## src/rtl/ntb_cap_defines.svh

```systemverilog
`ifndef NTB_CAP_DEFINES_SVH
`define NTB_CAP_DEFINES_SVH

// configuration byte offsets of the bank
`define IRQ_ROUTING_OFFSET   12'h03C
`define IRQ_PIN_OFFSET       12'h03D
`define MIN_GRANT_OFFSET     12'h03E
`define MAX_LATENCY_OFFSET   12'h03F
`define CAP_HEADER_OFFSET    12'h040
`define DEV_CAP_OFFSET       12'h044

// window spans 4 KB of config space
`define CFG_WINDOW_LSB       12

// reset and hardwired values
`define IRQ_ROUTING_RST      8'h00
`define IRQ_PIN_RST          8'h00
`define MIN_GRANT_VAL        8'h00
`define MAX_LATENCY_VAL      8'h00
`define CAPABILITY_ID_VAL    8'h10
`define NEXT_CAP_PTR_VAL     8'h64
`define CAP_VERSION_VAL      4'h1
`define PORT_TYPE_RST        4'h0
`define SLOT_IMPL_RST        1'h0
`define IRQ_MSG_NUM_VAL      5'h00
`define MAX_PAYLOAD_RST      3'h4
`define PHANTOM_FN_VAL       2'h0
`define EXT_TAG_VAL          1'h1
`define L0S_LATENCY_VAL      3'h7
`define L1_LATENCY_VAL       3'h7
`define INDICATORS_RST       3'h0

// field positions inside the capability header word
`define CAP_ID_LSB           0
`define NEXT_PTR_LSB         8
`define CAP_VER_LSB          16
`define PORT_TYPE_LSB        20
`define SLOT_IMPL_BIT        24
`define IRQ_MSG_NUM_LSB      25

// field positions inside the device capabilities word
`define MAX_PAYLOAD_LSB      0
`define PHANTOM_FN_LSB       3
`define EXT_TAG_BIT          5
`define L0S_LATENCY_LSB      6
`define L1_LATENCY_LSB       9
`define INDICATORS_LSB       12

`endif

```

## src/rtl/ntb_cap_pkg.sv

```systemverilog
`default_nettype none
package ntb_cap_pkg;

   // access sequencer states, one-hot
   typedef enum logic [2:0] {
      ARB_IDLE  = 3'b001,
      ARB_ISSUE = 3'b010,
      ARB_WAIT  = 3'b100
   } arb_state_e;

   // which requester owns the current access, one-hot
   typedef enum logic [1:0] {
      SRC_CFG = 2'b01,
      SRC_MEM = 2'b10
   } access_src_e;

   // sequencer state
   typedef struct packed {
      arb_state_e  state;
      access_src_e src;
      logic        hit;
      logic        wr;
      logic [9:0]  dw;
      logic [31:0] wdata;
      logic [3:0]  be;
   } arb_s;

   // register bank state
   typedef struct packed {
      logic [7:0]  irq_routing;
      logic        cfg_ack;
      logic [31:0] cfg_rdata;
      logic        mem_ack;
      logic [31:0] mem_rdata;
   } regs_s;

endpackage : ntb_cap_pkg
`default_nettype wire

```

## src/rtl/cfg_access_if.sv

```systemverilog
`timescale 1ns/1ps
`default_nettype none
// one granted register access, valid for a single cycle
interface cfg_access_if;
   logic                     valid;    // access pulse
   logic                     wr;       // write when high
   logic                     hit;      // address lies in the bank's space
   logic [9:0]               dw_index; // dword index in configuration space
   logic [31:0]              wdata;    // write data
   logic [3:0]               be;       // byte enables of a write
   ntb_cap_pkg::access_src_e src;      // owner of the access

   modport arb  (output valid, wr, hit, dw_index, wdata, be, src);
   modport regs (input  valid, wr, hit, dw_index, wdata, be, src);
endinterface : cfg_access_if
`default_nettype wire

```

## src/rtl/cfg_access_arb.sv

```systemverilog
`timescale 1ns/1ps
`default_nettype none
`include "ntb_cap_defines.svh"
module cfg_access_arb (
   // clock and reset
   input  wire logic        ref_clk,
   input  wire logic        resetn,
   // configuration requester
   input  wire logic        cfg_req,
   input  wire logic        cfg_wr,
   input  wire logic [11:0] cfg_addr,
   input  wire logic [31:0] cfg_wdata,
   input  wire logic [3:0]  cfg_be,
   // memory window requester
   input  wire logic        mem_req,
   input  wire logic        mem_wr,
   input  wire logic [31:0] mem_addr,
   input  wire logic [31:0] mem_wdata,
   input  wire logic [3:0]  mem_be,
   input  wire logic [19:0] window_base_hi,
   // granted access
   cfg_access_if.arb        acc
);

   ntb_cap_pkg::arb_s st_ff;   // registered state
   ntb_cap_pkg::arb_s nxt_st;  // next state
   logic              own_req; // request line of the current owner

   assign own_req = (st_ff.src == ntb_cap_pkg::SRC_CFG) ? cfg_req : mem_req;

   // one grant at a time; config wins a tie
   // so enumeration is never starved
   always_comb begin
      nxt_st = st_ff;
      case (st_ff.state)
         ntb_cap_pkg::ARB_IDLE: begin
            if (cfg_req) begin
               nxt_st.state = ntb_cap_pkg::ARB_ISSUE;
               nxt_st.src   = ntb_cap_pkg::SRC_CFG;
               nxt_st.hit   = 1'b1;
               nxt_st.wr    = cfg_wr;
               nxt_st.dw    = cfg_addr[11:2];
               nxt_st.wdata = cfg_wdata;
               nxt_st.be    = cfg_be;
            end else if (mem_req) begin
               nxt_st.state = ntb_cap_pkg::ARB_ISSUE;
               nxt_st.src   = ntb_cap_pkg::SRC_MEM;
               // the window maps the whole configuration space RL18
               nxt_st.hit   = (mem_addr[31:`CFG_WINDOW_LSB] == window_base_hi);
               nxt_st.wr    = mem_wr;
               nxt_st.dw    = mem_addr[11:2];
               nxt_st.wdata = mem_wdata;
               nxt_st.be    = mem_be;
            end
         end
         // access pulse lasts exactly this one cycle
         ntb_cap_pkg::ARB_ISSUE: nxt_st.state = ntb_cap_pkg::ARB_WAIT;
         // hold off until the owner drops its request
         ntb_cap_pkg::ARB_WAIT: begin
            if (!own_req) begin
               nxt_st.state = ntb_cap_pkg::ARB_IDLE;
            end
         end
         default: nxt_st.state = ntb_cap_pkg::ARB_IDLE;
      endcase
   end

   // state register
   always_ff @(posedge ref_clk or negedge resetn) begin
      if (!resetn) begin
         st_ff <= '{state: ntb_cap_pkg::ARB_IDLE, src: ntb_cap_pkg::SRC_CFG, default: '0};
      end else begin
         st_ff <= nxt_st;
      end
   end

   assign acc.valid    = (st_ff.state == ntb_cap_pkg::ARB_ISSUE);
   assign acc.wr       = st_ff.wr;
   assign acc.hit      = st_ff.hit;
   assign acc.dw_index = st_ff.dw;
   assign acc.wdata    = st_ff.wdata;
   assign acc.be       = st_ff.be;
   assign acc.src      = st_ff.src;

endmodule : cfg_access_arb
`default_nettype wire

```

## src/rtl/lockable_field.sv

```systemverilog
`timescale 1ns/1ps
`default_nettype none
// field set by the loader, or by software when allowed and unlocked
module lockable_field #(
   parameter int               W     = 1,
   parameter logic [W-1:0]     RST   = '0,
   parameter logic             SW_OK = 1'b1
) (
   // clock and reset
   input  wire logic         ref_clk,
   input  wire logic         resetn,
   // software side
   input  wire logic         sw_we,
   input  wire logic         sw_lock,
   input  wire logic [W-1:0] sw_d,
   // loader side
   input  wire logic         ld_we,
   input  wire logic [W-1:0] ld_d,
   // current value
   output logic      [W-1:0] q
);

   typedef struct packed {
      logic [W-1:0] val;
   } field_s;

   field_s st_ff;  // registered state
   field_s nxt_st; // next state

   // loader beats software so eeprom defaults
   // survive a racing write
   always_comb begin
      nxt_st = st_ff;
      if (ld_we) begin
         nxt_st.val = ld_d;
      end else if (sw_we && SW_OK && !sw_lock) begin
         nxt_st.val = sw_d;
      end
   end

   // state register
   always_ff @(posedge ref_clk or negedge resetn) begin
      if (!resetn) begin
         st_ff.val <= RST;
      end else begin
         st_ff <= nxt_st;
      end
   end

   assign q = st_ff.val;

endmodule : lockable_field
`default_nettype wire

```

## src/rtl/nt_bridge_pcie_cap_regs.sv

```systemverilog
`timescale 1ns/1ps
`default_nettype none
`include "ntb_cap_defines.svh"
// Notes on behaviour
// RL1 - routing byte is plain storage, reset zero
// RL2 - no legacy interrupts; pin byte lockable, zero
// RL3 - minimum grant reads zero, writes ignored
// RL4 - maximum latency reads zero, writes ignored
// RL5 - capability identifier fixed at sixteen
// RL6 - next capability pointer fixed at 0x64
// RL7 - capability version fixed at one
// RL8 - lockable port type, endpoint default, loader override
// RL9 - lockable slot implemented bit, reset zero
// RL10 - interrupt message number reads zero
// RL11 - lockable max payload supported, reset four
// RL12 - phantom functions field hardwired zero
// RL13 - extended tag support hardwired one
// RL14 - L0s acceptable latency reads seven
// RL15 - L1 acceptable latency reads seven
// RL16 - indicator present bits, loader may set
// RL17 - reserved bits read zero, writes dropped
// RL18 - bank also reachable through memory window
module nt_bridge_pcie_cap_regs (
   // clock and reset
   input  wire logic        ref_clk,
   input  wire logic        resetn,
   // configuration access port
   input  wire logic        cfg_req,
   input  wire logic        cfg_wr,
   input  wire logic [11:0] cfg_addr,
   input  wire logic [31:0] cfg_wdata,
   input  wire logic [3:0]  cfg_be,
   output logic             cfg_ack,
   output logic      [31:0] cfg_rdata,
   // memory-mapped configuration window
   input  wire logic        mem_req,
   input  wire logic        mem_wr,
   input  wire logic [31:0] mem_addr,
   input  wire logic [31:0] mem_wdata,
   input  wire logic [3:0]  mem_be,
   input  wire logic [19:0] window_base_hi,
   output logic             mem_ack,
   output logic      [31:0] mem_rdata,
   // write lock for lockable fields
   input  wire logic        regs_locked,
   // serial eeprom loader
   input  wire logic        eeprom_ld,
   input  wire logic [11:0] eeprom_ld_addr,
   input  wire logic [31:0] eeprom_ld_data,
   input  wire logic [3:0]  eeprom_ld_be,
   // capability values for the rest of the bridge
   output logic      [3:0]  port_type,
   output logic             slot_implemented,
   output logic      [2:0]  max_payload_supported,
   output logic             attention_button_present,
   output logic             attention_indicator_present,
   output logic             power_indicator_present
);

   // typed offsets, so fields can be sliced
   localparam logic [11:0] ROUTING_OFF = `IRQ_ROUTING_OFFSET;
   localparam logic [11:0] PIN_OFF     = `IRQ_PIN_OFFSET;
   localparam logic [11:0] GRANT_OFF   = `MIN_GRANT_OFFSET;
   localparam logic [11:0] LATENCY_OFF = `MAX_LATENCY_OFFSET;
   localparam logic [11:0] CAP_OFF     = `CAP_HEADER_OFFSET;
   localparam logic [11:0] DCAP_OFF    = `DEV_CAP_OFFSET;

   // dword indices of the bank
   localparam logic [9:0]  LEGACY_DW   = ROUTING_OFF[11:2];
   localparam logic [9:0]  CAP_DW      = CAP_OFF[11:2];
   localparam logic [9:0]  DCAP_DW     = DCAP_OFF[11:2];

   // legacy tail byte lanes
   localparam logic [1:0]  ROUTING_LN  = ROUTING_OFF[1:0];
   localparam logic [1:0]  PIN_LN      = PIN_OFF[1:0];
   localparam logic [1:0]  GRANT_LN    = GRANT_OFF[1:0];
   localparam logic [1:0]  LATENCY_LN  = LATENCY_OFF[1:0];

   cfg_access_if acc ();              // granted access, one cycle wide

   ntb_cap_pkg::regs_s st_ff;         // registered state
   ntb_cap_pkg::regs_s nxt_st;        // next state

   logic        sw_write;             // software write that hits the bank
   logic        wr_legacy;            // software write to the legacy tail word
   logic        wr_cap;               // software write to the capability header
   logic        wr_dcap;              // software write to device capabilities
   logic        ld_legacy;            // loader write to the legacy tail word
   logic        ld_cap;               // loader write to the capability header
   logic        ld_dcap;              // loader write to device capabilities
   logic [7:0]  irq_pin_q;            // current interrupt pin byte
   logic [2:0]  indicators_q;         // button, indicator, power indicator
   logic [31:0] rd_legacy;            // read image of the legacy tail
   logic [31:0] rd_cap;               // read image of the capability header
   logic [31:0] rd_dcap;              // read image of device capabilities
   logic [31:0] rd_word;              // word chosen by the access index

   // request sequencing for both access paths
   cfg_access_arb u_arb (
      .ref_clk        (ref_clk),
      .resetn         (resetn),
      .cfg_req        (cfg_req),
      .cfg_wr         (cfg_wr),
      .cfg_addr       (cfg_addr),
      .cfg_wdata      (cfg_wdata),
      .cfg_be         (cfg_be),
      .mem_req        (mem_req),
      .mem_wr         (mem_wr),
      .mem_addr       (mem_addr),
      .mem_wdata      (mem_wdata),
      .mem_be         (mem_be),
      .window_base_hi (window_base_hi),
      .acc            (acc)
   );

   // write decode; window misses write nothing
   assign sw_write  = acc.valid && acc.wr && acc.hit;
   assign wr_legacy = sw_write && (acc.dw_index == LEGACY_DW);
   assign wr_cap    = sw_write && (acc.dw_index == CAP_DW);
   assign wr_dcap   = sw_write && (acc.dw_index == DCAP_DW);
   assign ld_legacy = eeprom_ld && (eeprom_ld_addr[11:2] == LEGACY_DW);
   assign ld_cap    = eeprom_ld && (eeprom_ld_addr[11:2] == CAP_DW);
   assign ld_dcap   = eeprom_ld && (eeprom_ld_addr[11:2] == DCAP_DW);

   // interrupt pin byte; no legacy interrupt is ever signalled,
   // software only reads back what it wrote RL2
   lockable_field #(
      .W     (8),
      .RST   (`IRQ_PIN_RST),
      .SW_OK (1'b1)
   ) u_irq_pin (
      .ref_clk (ref_clk),
      .resetn  (resetn),
      .sw_we   (wr_legacy && acc.be[PIN_LN]),
      .sw_lock (regs_locked),
      .sw_d    (acc.wdata[{PIN_LN, 3'h0} +: 8]),
      .ld_we   (ld_legacy && eeprom_ld_be[PIN_LN]),
      .ld_d    (eeprom_ld_data[{PIN_LN, 3'h0} +: 8]),
      .q       (irq_pin_q)
   );

   // port type, endpoint by default, eeprom may replace it RL8
   lockable_field #(
      .W     (4),
      .RST   (`PORT_TYPE_RST),
      .SW_OK (1'b1)
   ) u_port_type (
      .ref_clk (ref_clk),
      .resetn  (resetn),
      .sw_we   (wr_cap && acc.be[`PORT_TYPE_LSB / 8]),
      .sw_lock (regs_locked),
      .sw_d    (acc.wdata[`PORT_TYPE_LSB +: 4]),
      .ld_we   (ld_cap && eeprom_ld_be[`PORT_TYPE_LSB / 8]),
      .ld_d    (eeprom_ld_data[`PORT_TYPE_LSB +: 4]),
      .q       (port_type)
   );

   // slot implemented, set when a slot is fitted RL9
   lockable_field #(
      .W     (1),
      .RST   (`SLOT_IMPL_RST),
      .SW_OK (1'b1)
   ) u_slot (
      .ref_clk (ref_clk),
      .resetn  (resetn),
      .sw_we   (wr_cap && acc.be[`SLOT_IMPL_BIT / 8]),
      .sw_lock (regs_locked),
      .sw_d    (acc.wdata[`SLOT_IMPL_BIT +: 1]),
      .ld_we   (ld_cap && eeprom_ld_be[`SLOT_IMPL_BIT / 8]),
      .ld_d    (eeprom_ld_data[`SLOT_IMPL_BIT +: 1]),
      .q       (slot_implemented)
   );

   // max payload supported, 2048 bytes out of reset RL11
   lockable_field #(
      .W     (3),
      .RST   (`MAX_PAYLOAD_RST),
      .SW_OK (1'b1)
   ) u_max_payload (
      .ref_clk (ref_clk),
      .resetn  (resetn),
      .sw_we   (wr_dcap && acc.be[`MAX_PAYLOAD_LSB / 8]),
      .sw_lock (regs_locked),
      .sw_d    (acc.wdata[`MAX_PAYLOAD_LSB +: 3]),
      .ld_we   (ld_dcap && eeprom_ld_be[`MAX_PAYLOAD_LSB / 8]),
      .ld_d    (eeprom_ld_data[`MAX_PAYLOAD_LSB +: 3]),
      .q       (max_payload_supported)
   );

   // indicator bits are read-only to software;
   // only the loader changes them RL16
   lockable_field #(
      .W     (3),
      .RST   (`INDICATORS_RST),
      .SW_OK (1'b0)
   ) u_indicators (
      .ref_clk (ref_clk),
      .resetn  (resetn),
      .sw_we   (1'b0),
      .sw_lock (1'b1),
      .sw_d    (3'h0),
      .ld_we   (ld_dcap && eeprom_ld_be[`INDICATORS_LSB / 8]),
      .ld_d    (eeprom_ld_data[`INDICATORS_LSB +: 3]),
      .q       (indicators_q)
   );

   // indicators straight from flops
   assign attention_button_present    = indicators_q[0];
   assign attention_indicator_present = indicators_q[1];
   assign power_indicator_present     = indicators_q[2];

   // read images; unset bits stay zero,
   // covering reserved ranges RL17
   always_comb begin
      rd_legacy = 32'h0000_0000;
      rd_cap    = 32'h0000_0000;
      rd_dcap   = 32'h0000_0000;
      // legacy header tail
      rd_legacy[{ROUTING_LN, 3'h0} +: 8] = st_ff.irq_routing;        // RL1
      rd_legacy[{PIN_LN, 3'h0} +: 8]     = irq_pin_q;                // RL2
      rd_legacy[{GRANT_LN, 3'h0} +: 8]   = `MIN_GRANT_VAL;           // RL3
      rd_legacy[{LATENCY_LN, 3'h0} +: 8] = `MAX_LATENCY_VAL;         // RL4
      // capability header
      rd_cap[`CAP_ID_LSB +: 8]           = `CAPABILITY_ID_VAL;       // RL5
      rd_cap[`NEXT_PTR_LSB +: 8]         = `NEXT_CAP_PTR_VAL;        // RL6
      rd_cap[`CAP_VER_LSB +: 4]          = `CAP_VERSION_VAL;         // RL7
      rd_cap[`PORT_TYPE_LSB +: 4]        = port_type;                // RL8
      rd_cap[`SLOT_IMPL_BIT]             = slot_implemented;         // RL9
      rd_cap[`IRQ_MSG_NUM_LSB +: 5]      = `IRQ_MSG_NUM_VAL;         // RL10
      // device capabilities
      rd_dcap[`MAX_PAYLOAD_LSB +: 3]     = max_payload_supported;    // RL11
      rd_dcap[`PHANTOM_FN_LSB +: 2]      = `PHANTOM_FN_VAL;          // RL12
      rd_dcap[`EXT_TAG_BIT]              = `EXT_TAG_VAL;             // RL13
      // latencies read seven, not three
      rd_dcap[`L0S_LATENCY_LSB +: 3]     = `L0S_LATENCY_VAL;         // RL14
      rd_dcap[`L1_LATENCY_LSB +: 3]      = `L1_LATENCY_VAL;          // RL15
      rd_dcap[`INDICATORS_LSB +: 3]      = indicators_q;             // RL16
   end

   // word select; dwords of other banks
   // read zero here RL17
   always_comb begin
      case (acc.dw_index)
         LEGACY_DW: rd_word = rd_legacy;
         CAP_DW:    rd_word = rd_cap;
         DCAP_DW:   rd_word = rd_dcap;
         default:   rd_word = 32'h0000_0000;
      endcase
   end

   // bank state: routing byte storage and the registered answers
   always_comb begin
      nxt_st         = st_ff;
      nxt_st.cfg_ack = 1'b0;
      nxt_st.mem_ack = 1'b0;
      // routing byte stores any write; it is plain
      // storage, so no lock applies RL1
      if (wr_legacy && acc.be[ROUTING_LN]) begin
         nxt_st.irq_routing = acc.wdata[{ROUTING_LN, 3'h0} +: 8];     // RL1
      end
      // answer one cycle after grant
      if (acc.valid) begin
         if (acc.src == ntb_cap_pkg::SRC_CFG) begin
            nxt_st.cfg_ack   = 1'b1;
            nxt_st.cfg_rdata = (acc.hit && !acc.wr) ? rd_word : 32'h0000_0000;
         end else begin
            // window reads see the config image RL18
            nxt_st.mem_ack   = 1'b1;
            nxt_st.mem_rdata = (acc.hit && !acc.wr) ? rd_word : 32'h0000_0000;
         end
      end
   end

   // state register
   always_ff @(posedge ref_clk or negedge resetn) begin
      if (!resetn) begin
         st_ff <= '{irq_routing: `IRQ_ROUTING_RST, default: '0};
      end else begin
         st_ff <= nxt_st;
      end
   end

   // answers come straight from flops
   assign cfg_ack   = st_ff.cfg_ack;
   assign cfg_rdata = st_ff.cfg_rdata;
   assign mem_ack   = st_ff.mem_ack;
   assign mem_rdata = st_ff.mem_rdata;

endmodule : nt_bridge_pcie_cap_regs
`default_nettype wire

```

## config.mk

```make
export PLATFORM = sky130hd
export DESIGN_NAME = nt_bridge_pcie_cap_regs
export DESIGN_NICKNAME = d
export VERILOG_FILES = /design/src/rtl/ntb_cap_pkg.sv /design/src/rtl/cfg_access_if.sv /design/src/rtl/cfg_access_arb.sv /design/src/rtl/lockable_field.sv /design/src/rtl/nt_bridge_pcie_cap_regs.sv
export VERILOG_INCLUDE_DIRS = /design/src /design/src/rtl
export SDC_FILE = /design/constraint.sdc
export NUM_CORES = 1
export LEC_CHECK = 0
export BUFFER_PORTS_ARGS = -buffer_cell sky130_fd_sc_hd__buf_2
export CORE_MARGIN = 2
export CORE_UTILIZATION = 46
export DETAILED_ROUTE_END_ITERATION = 16
export GPL_ROUTABILITY_DRIVEN = 1
export PLACE_DENSITY = 0.8
export RECOVER_POWER = 25
export SLEW_MARGIN = 20
export SYNTH_ARGS = -nofsm -noshare
export SYNTH_HDL_FRONTEND = slang
export SYNTH_SLANG_ARGS = --single-unit
export TNS_END_PERCENT = 30
```

## constraint.sdc

```tcl
create_clock -name ref_clk -period 3 [get_ports ref_clk]
set_clock_uncertainty 0.1 [all_clocks]
set_input_delay 0.15 -clock ref_clk [delete_from_list [all_inputs] [get_ports ref_clk]]
set_output_delay 0.15 -clock ref_clk [all_outputs]
set_load 0.05 [all_outputs]
```

==> impl_metrics.yaml, run 1 <==
outcome:
  outcome: "completed"
finish:
  final_common_cell: "buf_2"
  synthToLayoutAreaGrowth_pct: 46.1
  n_antenna_cell: 0
  final_cells: 910
  final_cell_mix: "172 x buf_2, 112 x dfrtp_1, 81 x dlygate4sd3_1"
  layout.nets: 946
  design_area_sq_mm: 0.00785
  nFillCells: 819
  drive_above_1_share: 0.364
cts:
  cts_root_buffer: "clkbuf_16"
  clk_pin_slew_worst_paths_ps: 60
  clock_latency_ps: 410
  clock-sinks: 115
  clockBufferDepth: 2
  cts_buffers: 17
  cts-resized-gates: 0
  cts_tree: "yes"
  h-tree-depth: 4
sta:
  setup_viol: 0
  max_clock_freq_ghz: 0.352
  hold_viol: 0
  max_slew_margin: 0.447
  drv_slew: 0
  final.min_clock_period_ps: 2840
  tightest_slew_ps: 825
  rsz0062_at_grt: "no"
  fin_ws_ps: 163
  fin_crit_sh: 0.946
  setup_tns_ps: 0
power_and_ir_drop:
  totalPowerFinal_w: 0.00581
  ir_drop_v: 0.000416
  power_density_mw_per_mm2: 740
  p_leak_nw: 3.99
grt:
  grt_pass1_vias: 4950
  antenna_found_initial: 0
  grt_max_degree: 43
  overflow: 0
  grt_pass1_wl_um: 25500
  track_usage: 0.261
detailed_routing:
  num_vias: 4859
  drt-total-wl_um: 16400
  drtIter0Drc: 283
  post_drt_wl_per_cell_um: 18.0
  drc: 0
  drtPass1Iterations: 4
  vias_per_cell: 5.34
  antenna_left: 0
floorplan:
  die_area_sq_mm: 0.0126
  dieWidth_um: 112
  core-area_sq_mm: 0.0114
  num_io_pins: 269
  fp.dieH_um: 112
  rows: 39
  initial_utilization: 0.471
place:
  io_buffers: 204
  placedCellCount: 797
  pre_cts_ws_ps: 534
  place_area_sq_mm: 0.00648
  dp_hpwl_um: 11200
  gp_congestion: 0.884
worst_setup_path:
  critPathMaxStageDelay_ps: 580
  crit_top_cell: "mux2_2"
  slowest_stage: "or4_4"
  critPathArrivalTime_ps: 3020
  startpoint_type: "flop"
  cp_max_fo: 4
  path_cells: "or4_4 > nor4_4 > nand3_1 > mux2_2 > mux2_2 > dlygate4sd3_1"
  required_ps: 3180
  worst-path-stages: 6
  critical_path.top_delay_family: "simple AND/OR/NAND/NOR gates"
  timing.critical_path.buf_inv: 1
  reg2regPathDepth: 6
  regToRegSetupSlack_ps: 160
  crit_path_end_kind: "flop"
  critPathKind: "flop to flop"
flow_run:
  drv_cap: 0
synthesis:
  avgSynthCellArea_sq_um: 11.6
  ys_warn_count: 0
  synth_cell_type_count: 41
  synth_top_area_cell: "dfrtp_1"
  synth_flop_cell: "dfrtp_1"
  synth-seq-area-share: 0.536
  ys_seq_elements: 115
  syn_inst: 465
  synth_top_cells_by_area: "dfrtp_1 52%, mux2_2 11%, a221o_1 6.7%"
  synthesis.area_sq_mm: 0.00537
  synth_top_area_frac: 0.522
  async_flop_share: 1.00
  synth_edf_count: 0
worst_hold_path:
  whs_path_depth: 3
  hp-class: "input pin to flop"
## cell families after synthesis
family,count (synthesis),share of synthesized area
AND/OR/NAND/NOR,131,0.136
buffers and inverters,51,0.0515
multiplexers,62,0.127
flip-flops,115,0.536
other,1,0.000698
AO/OA/AOI/OAI,85,0.115
XOR/XNOR,20,0.0326
## per-layer routing
layer	track usage	wire [um]	vias to the layer above
met2	0.470	8720	244
met5	0	0	-
met4	0.116	495	0
li1	-	-	2250
met1	0.302	6180	2327
met3	0.0524	1000	38
## stage by stage
step | util | hold WS, ps
5_1_grt | 0.688 | 12.7
6_report | 0.688 | 5.86
4_1_cts | 0.691 | 1.61
3_3_place_gp | 0.568 | 57.6
3_5_place_dp | 0.568 | 68.2
2_1_floorplan | - | -246
## worst register-to-register path, stage by stage, from the launching register on
cell,delay (ps)
dfrtp_1,380
or4_4,580
nor4_4,420
nand3_1,140
mux2_2,290
mux2_2,260
dlygate4sd3_1,550
## final cells by class
type                       instances  area [sq um]  share of cell area
clock buffer                      17           425              0.0542
inverter                           6          22.5             0.00287
timing repair buffer             296          1880               0.239
multi-input combinational        318          2290               0.292
tap                              143           179              0.0228
clock inverter                    15           170              0.0217
sequential                       115          2880               0.367
## sequential cells by signal, indices dropped and copies added, names as in the netlist
signal and cells:
u_port_type.q 4, u_arb.acc.be 4, mem_rdata 22, u_arb.acc.hit 1, u_arb.acc.dw_index 10, cfg_ack 1
u_arb.st_ff 3, u_slot.q 1, rd_legacy 8, u_indicators.q 3, cfg_rdata 22, u_arb.acc.wr 1
mem_ack 1, u_irq_pin.q 8, u_arb.acc.src 2, u_arb.acc.wdata 21, u_max_payload.q 3
## synth_stat cells, types with 5 or more instances
master,count
inv_1,5
nand4_1,7
mux2_2,51
mux2i_1,11
a21oi_1,22
o21ai_0,20
dfrtp_1,112
a221o_1,36
xor2_1,8
buf_4,20
nand2_1,31
and3_1,37
xnor2_1,12
nor2_1,28
clkbuf_1,20
## where the power goes
| group | internal [W] | total, W | switching [W] |
|---|---|---|---|
| clock | 0.00124 | 0.00201 | 0.000767 |
| sequential | 0.00186 | 0.00208 | 0.000221 |
| combinational | 0.000894 | 0.00172 | 0.000823 |
## what timing repair did
item,CTS,global route
hold buffers,81,0
buffers inserted,0,0
endpoints found under the hold margin,96,0
## final timing paths
check | from | to
min | mem_wdata[23] | u_arb.acc.wdata[23]$_DFFE_PN0P_
max | u_arb.acc.dw_index[5]$_DFFE_PN0P_ | u_slot.q$_DFFE_PN0P_
max in group asynchronous | resetn | cfg_rdata[20]$_DFFE_PN0P_
min reg2reg | cfg_rdata[21]$_DFFE_PN0P_ | cfg_rdata[21]$_DFFE_PN0P_
min in group asynchronous | resetn | cfg_rdata[13]$_DFFE_PN0P_
max reg2reg | u_arb.acc.dw_index[5]$_DFFE_PN0P_ | u_slot.q$_DFFE_PN0P_
No activity file was read; power rests on OpenSTA's default activity.
==> run 2: changes to the inputs <==
--- a/config.mk
+++ b/config.mk
@@ -8,13 +8,14 @@
 export LEC_CHECK = 0
 export BUFFER_PORTS_ARGS = -buffer_cell sky130_fd_sc_hd__buf_2
 export CORE_MARGIN = 2
-export CORE_UTILIZATION = 46
+export CORE_UTILIZATION = 49
 export DETAILED_ROUTE_END_ITERATION = 16
 export GPL_ROUTABILITY_DRIVEN = 1
-export PLACE_DENSITY = 0.8
+export PLACE_DENSITY = 0.81
 export RECOVER_POWER = 25
 export SLEW_MARGIN = 20
 export SYNTH_ARGS = -nofsm -noshare
 export SYNTH_HDL_FRONTEND = slang
+export SYNTH_HIERARCHICAL = 1
 export SYNTH_SLANG_ARGS = --single-unit
 export TNS_END_PERCENT = 30
==> run 2 against run 1 <==
Compared with the run above:
- the flow now finishes with violations (hold timing, capacitance limit, slew limit)
- sequential power rose by 5%
- core utilization fell by 0.13 points
- cell count rose by 11%
- final area rose by 6.3%
- clock-buffer cell count rose by 4
- synthesized area rose by 15%
- maximum frequency rose by 12%
- global-route usage fell by 0.53 points
- first-iteration DRC count rose by 25%
==> impl_metrics.yaml, run 2 <==
outcome:
  outcome: "finished, violations left"
  violations: "hold timing, capacitance limit, slew limit"
floorplan:
  rows: 40
  fp.dieH_um: 116
  initial_utilization: 0.507
  num_io_pins: 269
  core-area_sq_mm: 0.0122
  die_area_sq_mm: 0.0135
  dieWidth_um: 116
detailed_routing:
  dr_wl_met3_um: 912
  drc: 0
  vias_per_cell: 5.30
  num_vias: 5328
  drtPass1Iterations: 5
  wl_met2_um: 8640
  post_drt_wl_per_cell_um: 16.9
  highest_layer: "met4"
  drt-total-wl_um: 17000
  met1_length_um: 6970
  drtIter0Drc: 354
  antenna_left: 0
sta:
  hold_viol: 1
  max_slew_margin: -0.0746
  setup_tns_ps: 0
  whs_ps: -0.710
  setup_viol: 0
  fin_crit_sh: 0.847
  drv_slew: 65
  fin_ws_ps: 459
  final.min_clock_period_ps: 2540
  rsz0062_at_grt: "no"
  tightest_slew_ps: 1610
  max_clock_freq_ghz: 0.393
worst_setup_path:
  timing.critical_path.buf_inv: 2
  path_cells: "nand2b_1 > nor2_2 > o21ai_4 > nor2_2 > buf_12 > a221o_1 > dlygate4sd3_1"
  critPathMaxStageDelay_ps: 560
  startpoint_type: "flop"
  crit_top_cell: "nor2_2"
  crit_path_end_kind: "flop"
  cp_max_fo: 27
  critPathKind: "flop to flop"
  critical_path.top_delay_family: "buffers and inverters"
  critPathArrivalTime_ps: 2780
  required_ps: 3240
  slowest_stage: "dlygate4sd3_1"
finish:
  regArea_sq_mm: 0.00288
  final_cells: 1006
  multi_input_area_sq_mm: 0.00261
  layout.nets: 1016
  final_cell_mix: "196 x buf_2, 112 x dfrtp_1, 84 x dlygate4sd3_1"
  drive_above_1_share: 0.337
  synthToLayoutAreaGrowth_pct: 35.5
  nFillCells: 909
  final_common_cell: "buf_2"
place:
  dp_hpwl_um: 11700
  io_buffers: 204
  pre_cts_ws_ps: 657
  placedCellCount: 889
  gp_congestion: 0.838
cts:
  cts-resized-gates: 0
  clk_pin_slew_worst_paths_ps: 50
  h-tree-depth: 4
  cts_tree: "yes"
  clock_latency_ps: 410
  clock-sinks: 115
  cts_root_buffer: "clkbuf_16"
  cts_buffers: 17
  clockBufferDepth: 2
worst_hold_path:
  hp-class: "input pin to flop"
grt:
  track_usage: 0.256
  overflow: 0
  grt_pass1_wl_um: 26400
  grt_pass1_vias: 5273
  antenna_found_initial: 0
  grt_max_degree: 66
synthesis:
  avgSynthCellArea_sq_um: 10.6
  syn_inst: 579
  synthesis.area_sq_mm: 0.00616
  ys_warn_count: 6
power_and_ir_drop:
  p_leak_nw: 4.11
  power_density_mw_per_mm2: 745
  ir_drop_v: 0.000407
flow_run:
  drv_cap: 1
## run 2: where the power goes
part	internal, W	switching (W)
sequential	0.00188	0.000298
combinational	0.00101	0.00100
clock	0.00136	0.000676
## run 2: per-stage QoR
step           power [W]  area [sq um]  utilization
2_1_floorplan    0.00364          6230            -
3_3_place_gp     0.00363          6910        0.568
3_5_place_dp     0.00370          6910        0.568
4_1_cts          0.00614          8350        0.687
5_1_grt          0.00651          8340        0.686
6_report         0.00622          8350        0.686
## run 2: final timing paths
kind	startpoint	to	slack, ps	cells after the start
hold / removal	mem_wdata[2]	u_arb/acc.wdata[2]$_DFFE_PN0P_	-0.7	3
hold reg to reg	cfg_rdata[3]$_DFFE_PN0P_	cfg_rdata[3]$_DFFE_PN0P_	380	2
setup / recovery	u_arb/st_ff[50]$_DFFE_PN1P_	u_arb/acc.wdata[15]$_DFFE_PN0P_	460	7
max in group asynchronous	resetn	u_arb/st_ff[51]$_DFFE_PN0P_	1230	2
setup reg to reg	u_arb/st_ff[50]$_DFFE_PN1P_	u_arb/acc.wdata[15]$_DFFE_PN0P_	460	7
min in group asynchronous	resetn	mem_rdata[6]$_DFFE_PN0P_	580	2
## run 2: worst register-to-register path, delay by kind of cell, from the launching register on
kind                   cells  cell delay [ps]
AO/OA/AOI/OAI              2              320
flip-flops                 1              550
buffers and inverters      2              810
AND/OR/NAND/NOR            3              700
## run 2: metal layers
layer	vias to the layer above	GRT usage
li1	2508	-
met1	2566	0.319
met2	219	0.439
met3	35	0.0519
met4	0	0.102
met5	-	0
## run 2: layout make-up
cell class / count / area share
Tap cell: 168 / 0.0252
Inverter: 23 / 0.0106
Clock buffer: 21 / 0.0564
Sequential cell: 115 / 0.345
Antenna cell: 2 / 0.000600
Multi-Input combinational cell: 370 / 0.313
Clock inverter: 10 / 0.0157
Timing Repair Buffer: 297 / 0.233
## run 2: timing repair
action / in CTS / in global routing
hold buffers: 84 / 0
endpoints found under the hold margin: 117 / 0
setup buffers: 0 / 0
